### config.mk
export PLATFORM = sky130hd
export DESIGN_NAME = scc_sleep_cfg_ctrl
export DESIGN_NICKNAME = d
export VERILOG_FILES = /design/src/scc_pkg.sv /design/src/scc_cfg_mem.sv /design/src/scc_sleep_cfg_ctrl.sv
export SDC_FILE = /design/constraint.sdc
export NUM_CORES = 2
export LEC_CHECK = 0
export ABC_CLOCK_PERIOD_IN_PS = 28400
export BUFFER_PORTS_ARGS = -buffer_cell sky130_fd_sc_hd__buf_2
export CAP_MARGIN = 20
export CORE_MARGIN = 2
export CORE_UTILIZATION = 55
export CTS_BUF_LIST = sky130_fd_sc_hd__clkbuf_4
export DETAILED_ROUTE_END_ITERATION = 8
export GPL_TIMING_DRIVEN = 0
export HOLD_SLACK_MARGIN = 0.15
export PLACE_DENSITY = 0.67
export REMOVE_ABC_BUFFERS = 1
export SLEW_MARGIN = 20
export SYNTH_ARGS = -nofsm -noshare
export SYNTH_HDL_FRONTEND = slang
export SYNTH_SLANG_ARGS = --single-unit
export TNS_END_PERCENT = 50
### constraint.sdc
create_clock -name clk -period 28.4 [get_ports clk]
set_input_delay 0 -clock clk [delete_from_list [all_inputs] [get_ports clk]]
set_output_delay 0 -clock clk [all_outputs]
set_load 0.05 [all_outputs]
### src/scc_pkg.sv
// shared constants and state encoding for sleep and configuration-source control
package scc_pkg;
    // clock
    localparam int CLK_PERIOD_PS = 4000;
    // timing figures in ns and derived cycle counts (least times round up)
    localparam int SLEEP_ENTER_NS  = 300;
    localparam int SLEEP_ENTER_CYC = (SLEEP_ENTER_NS * 1000 + CLK_PERIOD_PS - 1) / CLK_PERIOD_PS;
    localparam int GLITCH_NS       = 50;
    localparam int GLITCH_CYC      = (GLITCH_NS * 1000 + CLK_PERIOD_PS - 1) / CLK_PERIOD_PS;
    localparam int WAKE_NS         = 1000;
    localparam int WAKE_CYC        = (WAKE_NS * 1000 + CLK_PERIOD_PS - 1) / CLK_PERIOD_PS;
    localparam int TIMER_W         = 16;
    // configuration image geometry
    localparam int CFG_DEPTH       = 256;
    localparam int CFG_WIDTH       = 8;
    localparam int BIT_CNT_W       = 3;
    // reset values
    localparam logic PIN_HIGH_RST  = 1'b1;
    localparam logic PIN_LOW_RST   = 1'b0;

    typedef enum logic [6:0] {
        S_OFF    = 7'h01,
        S_LOAD   = 7'h02,
        S_RUN    = 7'h04,
        S_DIRECT = 7'h08,
        S_ENTER  = 7'h10,
        S_SLEEP  = 7'h20,
        S_WAKE   = 7'h40
    } scc_state_t;
endpackage

### src/scc_cfg_mem.sv
// small configuration memory with registered read data
`timescale 1ns/100ps
module scc_cfg_mem #(
    parameter int WIDTH = scc_pkg::CFG_WIDTH,
    parameter int DEPTH = scc_pkg::CFG_DEPTH,
    parameter int AW    = $clog2(scc_pkg::CFG_DEPTH)
) (
    // clock and reset
    input  wire logic             clk,
    input  wire logic             rst_n,
    // write port
    input  wire logic             wr_en,
    input  wire logic [AW-1:0]    wr_addr,
    input  wire logic [WIDTH-1:0] wr_data,
    // read port
    input  wire logic             rd_en,
    input  wire logic [AW-1:0]    rd_addr,
    output logic      [WIDTH-1:0] rd_data_ff
);
    logic [WIDTH-1:0] mem [DEPTH];

    initial begin
        if (DEPTH < 2 || DEPTH > (1 << AW)) begin
            $error("scc_cfg_mem: depth does not fit address width");
        end
    end

    // array has no reset: contents are only meaningful once written
    always_ff @(posedge clk) begin
        if (wr_en) begin
            mem[wr_addr] <= wr_data;
        end
    end

    always_ff @(posedge clk or negedge rst_n) begin
        if (!rst_n) begin
            rd_data_ff <= '0;
        end else if (rd_en) begin
            rd_data_ff <= mem[rd_addr];
        end
    end
endmodule

### src/scc_sleep_cfg_ctrl.sv
// device power mode sequencing and configuration source control
`timescale 1ns/100ps

module scc_sleep_cfg_ctrl #(
    parameter int DEPTH      = scc_pkg::CFG_DEPTH,
    parameter int GLITCH_CYC = scc_pkg::GLITCH_CYC,
    parameter int ENTER_CYC  = scc_pkg::SLEEP_ENTER_CYC,
    parameter int WAKE_CYC   = scc_pkg::WAKE_CYC
) (
    // clock and reset
    input  wire logic                           clk,
    input  wire logic                           rst_n,
    // asynchronous pins
    input  wire logic                           sleep_request_n,
    input  wire logic                           supplies_valid,
    // test access port configuration stream (serial)
    input  wire logic                           tap_start,
    input  wire logic                           tap_stop,
    input  wire logic                           tap_to_nvm,
    input  wire logic                           tap_bit_valid,
    input  wire logic                           tap_bit,
    // dedicated configuration port stream
    input  wire logic                           dcp_start,
    input  wire logic                           dcp_stop,
    input  wire logic                           dcp_to_nvm,
    input  wire logic                           dcp_byte_mode,
    input  wire logic                           dcp_valid,
    input  wire logic [scc_pkg::CFG_WIDTH-1:0]  dcp_data,
    // configuration readback
    input  wire logic [$clog2(DEPTH)-1:0]       cfg_rd_addr,
    output logic      [scc_pkg::CFG_WIDTH-1:0]  cfg_rd_data_ff,
    // status and control outputs
    output logic                                user_run_ff,
    output logic                                user_rst_n_ff,
    output logic                                io_drive_en_ff,
    output logic                                clamp_en_ff,
    output logic                                prog_ready_ff,
    output logic                                cfg_done_ff,
    output logic                                sleeping_ff,
    output logic                                bg_prog_busy_ff
);
    localparam int AW = $clog2(DEPTH);
    localparam int TW = scc_pkg::TIMER_W;
    localparam int WD = scc_pkg::CFG_WIDTH;

    initial begin
        if (DEPTH < 2 || GLITCH_CYC < 1 || ENTER_CYC < 1 || WAKE_CYC < 1 ||
            ENTER_CYC >= (1 << TW) || WAKE_CYC >= (1 << TW) || GLITCH_CYC >= (1 << TW)) begin
            $error("scc_sleep_cfg_ctrl: unsupported parameter value");
        end
    end

    // pin synchronisers: a change counts once stages two and three agree
    logic [2:0] slp_sync_ff;
    logic [2:0] pwr_sync_ff;
    logic       pwr_ok_ff;

    always_ff @(posedge clk or negedge rst_n) begin
        if (!rst_n) begin
            slp_sync_ff <= {3{scc_pkg::PIN_HIGH_RST}};
            pwr_sync_ff <= {3{scc_pkg::PIN_LOW_RST}};
        end else begin
            slp_sync_ff <= {slp_sync_ff[1:0], sleep_request_n};
            pwr_sync_ff <= {pwr_sync_ff[1:0], supplies_valid};
        end
    end

    always_ff @(posedge clk or negedge rst_n) begin
        if (!rst_n) begin
            pwr_ok_ff <= scc_pkg::PIN_LOW_RST;
        end else if (pwr_sync_ff[1] == pwr_sync_ff[2]) begin
            pwr_ok_ff <= pwr_sync_ff[2];
        end
    end

    // glitch filter: the level must hold GLITCH_CYC cycles before it is believed
    logic          slp_filt_n_ff;
    logic [TW-1:0] glitch_cnt_ff;
    logic          slp_req;

    always_ff @(posedge clk or negedge rst_n) begin
        if (!rst_n) begin
            slp_filt_n_ff <= scc_pkg::PIN_HIGH_RST;
            glitch_cnt_ff <= '0;
        end else if (slp_sync_ff[1] == slp_sync_ff[2] && slp_sync_ff[2] != slp_filt_n_ff) begin
            if (glitch_cnt_ff == TW'(GLITCH_CYC - 1)) begin
                slp_filt_n_ff <= slp_sync_ff[2];
                glitch_cnt_ff <= '0;
            end else begin
                glitch_cnt_ff <= glitch_cnt_ff + TW'(1);
            end
        end else begin
            glitch_cnt_ff <= '0;
        end
    end

    assign slp_req = !slp_filt_n_ff;

    // configuration session bookkeeping
    scc_pkg::scc_state_t state_ff;
    scc_pkg::scc_state_t nxt_state;
    logic                sess_active_ff;
    logic                sess_tap_ff;
    logic                sess_nvm_ff;
    logic [AW:0]         sess_addr_ff;
    logic [WD-1:0]       shift_ff;
    logic [scc_pkg::BIT_CNT_W-1:0] bit_cnt_ff;
    logic                prog_open;
    logic                start_any;
    logic                start_nvm;
    logic                stop_any;
    logic                ser_valid;
    logic                ser_bit;
    logic                byte_wr;
    logic [WD-1:0]       byte_data;

    assign prog_open = (state_ff == scc_pkg::S_RUN) || (state_ff == scc_pkg::S_DIRECT);
    // test port wins when both ports start together
    assign start_any = prog_open && !sess_active_ff && (tap_start || dcp_start);
    assign start_nvm = tap_start ? tap_to_nvm : dcp_to_nvm;
    assign stop_any  = sess_active_ff && (sess_tap_ff ? tap_stop : dcp_stop);
    assign ser_valid = sess_tap_ff ? tap_bit_valid : (dcp_valid && !dcp_byte_mode);
    assign ser_bit   = sess_tap_ff ? tap_bit : dcp_data[0];

    always_comb begin
        byte_wr   = 1'b0;
        byte_data = {shift_ff[WD-2:0], ser_bit};
        if (sess_active_ff && !sess_addr_ff[AW]) begin
            if (!sess_tap_ff && dcp_valid && dcp_byte_mode) begin
                byte_wr   = 1'b1;
                byte_data = dcp_data;
            end else if (ser_valid && bit_cnt_ff == scc_pkg::BIT_CNT_W'(WD - 1)) begin
                byte_wr   = 1'b1;
            end
        end
    end

    always_ff @(posedge clk or negedge rst_n) begin
        if (!rst_n) begin
            sess_active_ff <= 1'b0;
            sess_tap_ff    <= 1'b0;
            sess_nvm_ff    <= 1'b0;
        end else if (!prog_open || stop_any) begin
            sess_active_ff <= 1'b0;
        end else if (start_any) begin
            sess_active_ff <= 1'b1;
            sess_tap_ff    <= tap_start;
            sess_nvm_ff    <= start_nvm;
        end
    end

    // serial bits pack msb first; bytes beyond the image are dropped
    always_ff @(posedge clk or negedge rst_n) begin
        if (!rst_n) begin
            sess_addr_ff <= '0;
            shift_ff     <= '0;
            bit_cnt_ff   <= '0;
        end else if (start_any) begin
            sess_addr_ff <= '0;
            shift_ff     <= '0;
            bit_cnt_ff   <= '0;
        end else if (sess_active_ff) begin
            if (ser_valid) begin
                shift_ff   <= byte_data;
                bit_cnt_ff <= bit_cnt_ff + scc_pkg::BIT_CNT_W'(1);
            end
            if (byte_wr) begin
                sess_addr_ff <= sess_addr_ff + (AW + 1)'(1);
            end
        end
    end

    // power-up and wake reload engine: nvm read has one cycle latency
    logic [AW:0]   ld_addr_ff;
    logic          ld_pend_ff;
    logic [AW-1:0] ld_wa_ff;
    logic          ld_issue;
    logic          ld_done;
    logic [WD-1:0] nvm_rd_data;

    assign ld_issue = (state_ff == scc_pkg::S_LOAD) && !ld_addr_ff[AW];
    assign ld_done  = ld_pend_ff && (ld_wa_ff == AW'(DEPTH - 1));

    always_ff @(posedge clk or negedge rst_n) begin
        if (!rst_n) begin
            ld_addr_ff <= '0;
            ld_pend_ff <= 1'b0;
            ld_wa_ff   <= '0;
        end else if (state_ff != scc_pkg::S_LOAD) begin
            ld_addr_ff <= '0;
            ld_pend_ff <= 1'b0;
        end else begin
            ld_pend_ff <= ld_issue;
            ld_wa_ff   <= ld_addr_ff[AW-1:0];
            if (ld_issue) begin
                ld_addr_ff <= (ld_addr_ff == (AW + 1)'(DEPTH - 1)) ?
                              {1'b1, AW'(0)} : ld_addr_ff + (AW + 1)'(1);
            end
        end
    end

    // memories: volatile image and non-volatile store
    logic          sram_we;
    logic [AW-1:0] sram_wa;
    logic [WD-1:0] sram_wd;
    logic          nvm_we;

    assign sram_we = (state_ff == scc_pkg::S_LOAD) ? ld_pend_ff : (byte_wr && !sess_nvm_ff);
    assign sram_wa = (state_ff == scc_pkg::S_LOAD) ? ld_wa_ff : sess_addr_ff[AW-1:0];
    assign sram_wd = (state_ff == scc_pkg::S_LOAD) ? nvm_rd_data : byte_data;
    assign nvm_we  = byte_wr && sess_nvm_ff;

    scc_cfg_mem #(.WIDTH(WD), .DEPTH(DEPTH), .AW(AW)) u_sram (
        .clk        (clk),
        .rst_n      (rst_n),
        .wr_en      (sram_we),
        .wr_addr    (sram_wa),
        .wr_data    (sram_wd),
        .rd_en      (1'b1),
        .rd_addr    (cfg_rd_addr),
        .rd_data_ff (cfg_rd_data_ff)
    );

    scc_cfg_mem #(.WIDTH(WD), .DEPTH(DEPTH), .AW(AW)) u_nvm (
        .clk        (clk),
        .rst_n      (rst_n),
        .wr_en      (nvm_we),
        .wr_addr    (sess_addr_ff[AW-1:0]),
        .wr_data    (byte_data),
        .rd_en      (ld_issue),
        .rd_addr    (ld_addr_ff[AW-1:0]),
        .rd_data_ff (nvm_rd_data)
    );

    // mode sequencer
    logic [TW-1:0] tmr_ff;
    logic          cfg_ok_ff;
    logic          nxt_cfg_ok;
    logic          tmr_done;

    assign tmr_done = (tmr_ff == '0);

    always_comb begin
        nxt_state = state_ff;
        unique case (state_ff)
            scc_pkg::S_OFF: begin
                nxt_state = scc_pkg::S_LOAD;
            end
            scc_pkg::S_LOAD: begin
                if (slp_req) begin
                    nxt_state = scc_pkg::S_ENTER;
                end else if (ld_done) begin
                    nxt_state = scc_pkg::S_RUN;
                end
            end
            scc_pkg::S_RUN: begin
                if (slp_req) begin
                    nxt_state = scc_pkg::S_ENTER;
                end else if (start_any && !start_nvm) begin
                    nxt_state = scc_pkg::S_DIRECT;
                end
            end
            scc_pkg::S_DIRECT: begin
                if (slp_req) begin
                    nxt_state = scc_pkg::S_ENTER;
                end else if (stop_any) begin
                    nxt_state = scc_pkg::S_RUN;
                end
            end
            scc_pkg::S_ENTER: begin
                // a release before the entry delay returns to run with state intact if the image was valid, otherwise it reloads
                if (!slp_req) begin
                    nxt_state = cfg_ok_ff ? scc_pkg::S_RUN : scc_pkg::S_LOAD;
                end else if (tmr_done) begin
                    nxt_state = scc_pkg::S_SLEEP;
                end
            end
            scc_pkg::S_SLEEP: begin
                if (!slp_req) begin
                    nxt_state = scc_pkg::S_WAKE;
                end
            end
            scc_pkg::S_WAKE: begin
                if (slp_req) begin
                    nxt_state = scc_pkg::S_SLEEP;
                end else if (tmr_done) begin
                    nxt_state = scc_pkg::S_LOAD;
                end
            end
        endcase
        if (!pwr_ok_ff) begin
            nxt_state = scc_pkg::S_OFF;
        end
    end

    always_comb begin
        nxt_cfg_ok = cfg_ok_ff;
        if (nxt_state == scc_pkg::S_OFF || nxt_state == scc_pkg::S_SLEEP ||
            nxt_state == scc_pkg::S_LOAD || nxt_state == scc_pkg::S_DIRECT) begin
            nxt_cfg_ok = 1'b0;
        end else if (nxt_state == scc_pkg::S_RUN) begin
            nxt_cfg_ok = 1'b1;
        end
    end

    always_ff @(posedge clk or negedge rst_n) begin
        if (!rst_n) begin
            state_ff  <= scc_pkg::S_OFF;
            cfg_ok_ff <= 1'b0;
        end else begin
            state_ff  <= nxt_state;
            cfg_ok_ff <= nxt_cfg_ok;
        end
    end

    always_ff @(posedge clk or negedge rst_n) begin
        if (!rst_n) begin
            tmr_ff <= '0;
        end else if (nxt_state == scc_pkg::S_ENTER && state_ff != scc_pkg::S_ENTER) begin
            tmr_ff <= TW'(ENTER_CYC - 1);
        end else if (nxt_state == scc_pkg::S_WAKE && state_ff != scc_pkg::S_WAKE) begin
            tmr_ff <= TW'(WAKE_CYC - 1);
        end else if (!tmr_done) begin
            tmr_ff <= tmr_ff - TW'(1);
        end
    end

    // registered outputs, derived from the next state except bg_prog_busy_ff, which follows the current state and session
    always_ff @(posedge clk or negedge rst_n) begin
        if (!rst_n) begin
            user_run_ff     <= 1'b0;
            user_rst_n_ff   <= 1'b0;
            io_drive_en_ff  <= 1'b0;
            clamp_en_ff     <= 1'b0;
            prog_ready_ff   <= 1'b0;
            cfg_done_ff     <= 1'b0;
            sleeping_ff     <= 1'b0;
            bg_prog_busy_ff <= 1'b0;
        end else begin
            user_run_ff     <= (nxt_state == scc_pkg::S_RUN) || (nxt_state == scc_pkg::S_ENTER &&
                               cfg_ok_ff);
            // user registers are lost whenever the image is not valid
            user_rst_n_ff   <= nxt_cfg_ok;
            io_drive_en_ff  <= nxt_cfg_ok && nxt_state != scc_pkg::S_SLEEP;
            clamp_en_ff     <= pwr_ok_ff && nxt_cfg_ok;
            prog_ready_ff   <= (nxt_state == scc_pkg::S_RUN) || (nxt_state == scc_pkg::S_DIRECT);
            cfg_done_ff     <= nxt_cfg_ok;
            sleeping_ff     <= (nxt_state == scc_pkg::S_SLEEP);
            bg_prog_busy_ff <= prog_open && !stop_any &&
                               (sess_active_ff ? sess_nvm_ff : (start_any && start_nvm));
        end
    end
endmodule

==> key figures <==
Setup path
  • CP required: 29,800 ps
  • Most used cell, CP: buf_12
  • Setup crit end kind: register
  • Largest stage delay, worst path: between 900 and 1000 ps
  • Setup crit start kind: register
  • Setup CP Type: reg2reg
  • Worst Path Max Fanout: 113
  • Slowest cell on the critical path: dlygate4sd3_1
  • Arr. time, crit path: about 7000 ps
  • Critical path cell sequence: nor2b_1, nand2_1, dlygate4sd3_1, nor2_1, dlygate4sd3_1, mux2_8, buf_16, buf_16, nor2_1, nor2_4, buf_12, buf_12, buf_12, buf_16, buf_12

Yosys
  • Syn avg cell area: 20.28 sq um
  • Largest area contributor in the netlist: edfxtp_1
  • Post-synth EDFFs: between 4,000 and 5,000
  • Seq/Total Area, Yosys: 77.11%
  • Ys async rst share: between 2 and 3%
  • Prevailing post-synth register cell: edfxtp_1
  • Synth top area share: 75.42%
  • Yosys reg bits: between 4,000 and 5,000
  • Cell with the most instances after synthesis: edfxtp_1
  • Syn. warnings: 0
  • Synth cell types: 80
  • Synth Cell Area: roughly 160,000 sq um
  • Most area-consuming cells after synthesis: edfxtp_1, mux4_2, mux2i_1
  • Commonest cells post-synth: edfxtp_1, mux4_2, nor2_1
  • Post-Syn Instances: about 8,000

Cells and area
  • Fill count: 20,280
  • Final instance area: 184,600 sq um
  • P&R area growth vs syn: 13.22%
  • Layout Nets: between 9,000 and 10,000
  • Ratio of cells with drive above 1 in the final layout: slightly below 30%

Clocking
  • Root buf cell: clkbuf_4
  • H-tree depth: 7
  • Cts bufs inserted: 1,119
  • Worst-path clk slew: 90 ps
  • Clock tree sinks: 4,206
  • CTS tree: built
  • Clk_lat worst skew: between 1500 and 2000 ps
  • PostCTS Resize Cnt: 0
  • CTS Buffer Depth: 5

Timing
  • Endpoints failing hold: 0
  • Unrepaired setup endpoints after global routing: false
  • Final worst setup slack: ~23,000 ps
  • Tmin final: 5572 ps
  • Fmax: between 150 and 200 MHz
  • Final max-slew violation count: 0
  • Final TNS setup: 0 ps
  • Worst clock skew: 197.8 ps
  • Period Utilization, post-route: 19.62%
  • Worst Hold Slack: 298.2 ps
  • Final setup violation count: 0
  • Slew @ Worst Pin: roughly 1300 ps
  • Rel. slew slack: 12.55%

Route
  • Via count: 84,890
  • Wire per inst: 28.78 um
  • Antenna-violating nets left: 0
  • Iteration count of the initial detailed-routing pass: 6
  • Iteration-0 DRC Markers: 9,879
  • Avg Vias per Cell: 6.249
  • Wirelength, routed: ~390,000 um
  • DRC violations left: 0

Floorplanning
  • Chip width: 548.5 um
  • # rows: 199
  • Core Region: 294,600 sq um
  • Io pins: 46
  • Die span in y: roughly 550 um
  • Die area: 300,900 sq um
  • Initial Utilization: 55.37%

Power
  • PwrDens: about 68 nW/um^2
  • Power after layout: 12,520 uW
  • Peak supply drop: 0.04469 mV
  • Static leakage: 0.06117 uW

Placement
  • HPWL after detailed placement: between 200,000 and 250,000 um
  • Pre-CTS setup slack: 23,280 ps
  • Placed cell area: 170,700 sq um
  • RePlAce Congestion: 0.8358
  • Port-buffer cells: 45

Run
  • Number of max-cap violations: 0

GRT
  • Pin count of the biggest net entering global routing: 121
  • Grt total ovfl: 0
  • First-pass GRT wire length: 570,200 um
  • Initial antenna violation count: 13
  • Total GRT Usage: between 20% and 30%
  • Vias in the first global route: 87,620

Run status
  • Status: finished, final reports clean

Hold path
  • Hold crit path type: in2reg
[layer usage]
metal	global-route usage, %	routed length [um]	up-vias
li1	-	-	35920
met1	34.88	150500	43960
met2	41.69	193600	4274
met3	6.634	33570	734
met4	11.19	13340	4
met5	0	23	-
[state kept, by name (all words and copies together), names as in the netlist, 3 cells and up]
name	count
u_sram.rd_data_ff	8
glitch_cnt_ff	16
u_nvm.rd_data_ff	8
ld_wa_ff	8
pwr_sync_ff	3
slp_sync_ff	3
tmr_ff	16
shift_ff	7
sess_addr_ff	9
u_nvm.mem	2048
u_sram.mem	2048
ld_addr_ff	9
bit_cnt_ff	3
state_ff	7
[area by class of cell]
class,instances,area (sq um),share of cell area [%]
Antenna cell,15,37.54,0.02033
Clock inverter,216,1015,0.5495
Inverter,17,68.82,0.03727
Tap cell,3919,4903,2.656
Timing Repair Buffer,333,5584,3.024
Multi-Input combinational cell,3327,35610,19.29
Sequential cell,4206,125800,68.12
Clock buffer,1552,11650,6.310
[critical path: cells and delay by family (launching register included)]
family / cells / cell delay (ps)
buffers and inverters: 9 / 3240
multiplexers: 1 / 640
flip-flops: 1 / 500
AND/OR/NAND/NOR: 5 / 800
[report_power, final]
part / total, uW / switching (uW) / internal (uW)
clock network: 4890 / 2340 / 2550
registers: 6900 / 28.1 / 6870
logic: 733 / 437 / 295
total: 12500 / 2800 / 9710
[path summary, 6_finish.rpt]
path,startpoint,end,slack (ps),cells after the start
max reg2reg,sess_tap_ff,u_sram.mem[200][4],22830,15
min reg2reg,pwr_sync_ff[0],pwr_sync_ff[1],350,0
min,dcp_data[5],u_nvm.mem[92][5],300,4
min in group asynchronous,rst_n,ld_addr_ff[8],720,6
max in group asynchronous,rst_n,state_ff[0],26890,7
max,sess_tap_ff,u_sram.mem[200][4],22830,15
[timing repair]
action                    in CTS  in global routing
hold buffers                 111                  0
hold endpoints to repair    3305                  0
buffers inserted               0                  0
[metrics by stage]
stage	util, %	std cells
floorplan	-	7550
global placement	56.35	11510
detailed placement	57.97	11690
CTS	62.67	13570
global route	62.68	13580
finish	62.69	13590
[placed cells by master (no fill, tap or decap), types with 14 or more instances in the layout]
master | netlist | layout
a211o_1 | 14 | 14
a211oi_1 | 19 | 19
a21oi_1 | 204 | 204
a22oi_1 | 414 | 414
and3_1 | 17 | 17
buf_12 | 0 | 76
buf_16 | 0 | 96
buf_2 | 148 | 44
clkbuf_4 | 0 | 1552
clkinv_1 | 0 | 156
clkinv_2 | 0 | 16
dfrtp_1 | 105 | 98
diode_2 | 0 | 15
dlygate4sd3_1 | 0 | 105
edfxtp_1 | 4096 | 4096
inv_1 | 15 | 14
inv_2 | 2 | 33
mux2_2 | 27 | 18
mux2i_1 | 354 | 354
mux4_2 | 853 | 853
nand2_1 | 191 | 181
nand2_4 | 15 | 16
nand3_1 | 67 | 50
nand3_4 | 0 | 15
nand3b_1 | 14 | 14
nand4_1 | 25 | 25
nor2_1 | 639 | 628
nor3_1 | 25 | 24
nor4_1 | 20 | 18
o21ai_0 | 51 | 51
o221ai_1 | 70 | 70
o22ai_1 | 60 | 60
o311ai_0 | 15 | 15
o41ai_1 | 17 | 17
or4_1 | 23 | 23
xnor2_1 | 17 | 17
xor2_1 | 20 | 20
[logic make-up after synthesis]
group	share of synthesized area, %
simple gates	3.112
mux	14.14
flops	77.11
buf+inv	1.407
fa+ha+maj	0.09053
xor+xnor	0.1987
compound gates	3.943
(Power assumes the default switching activity.)
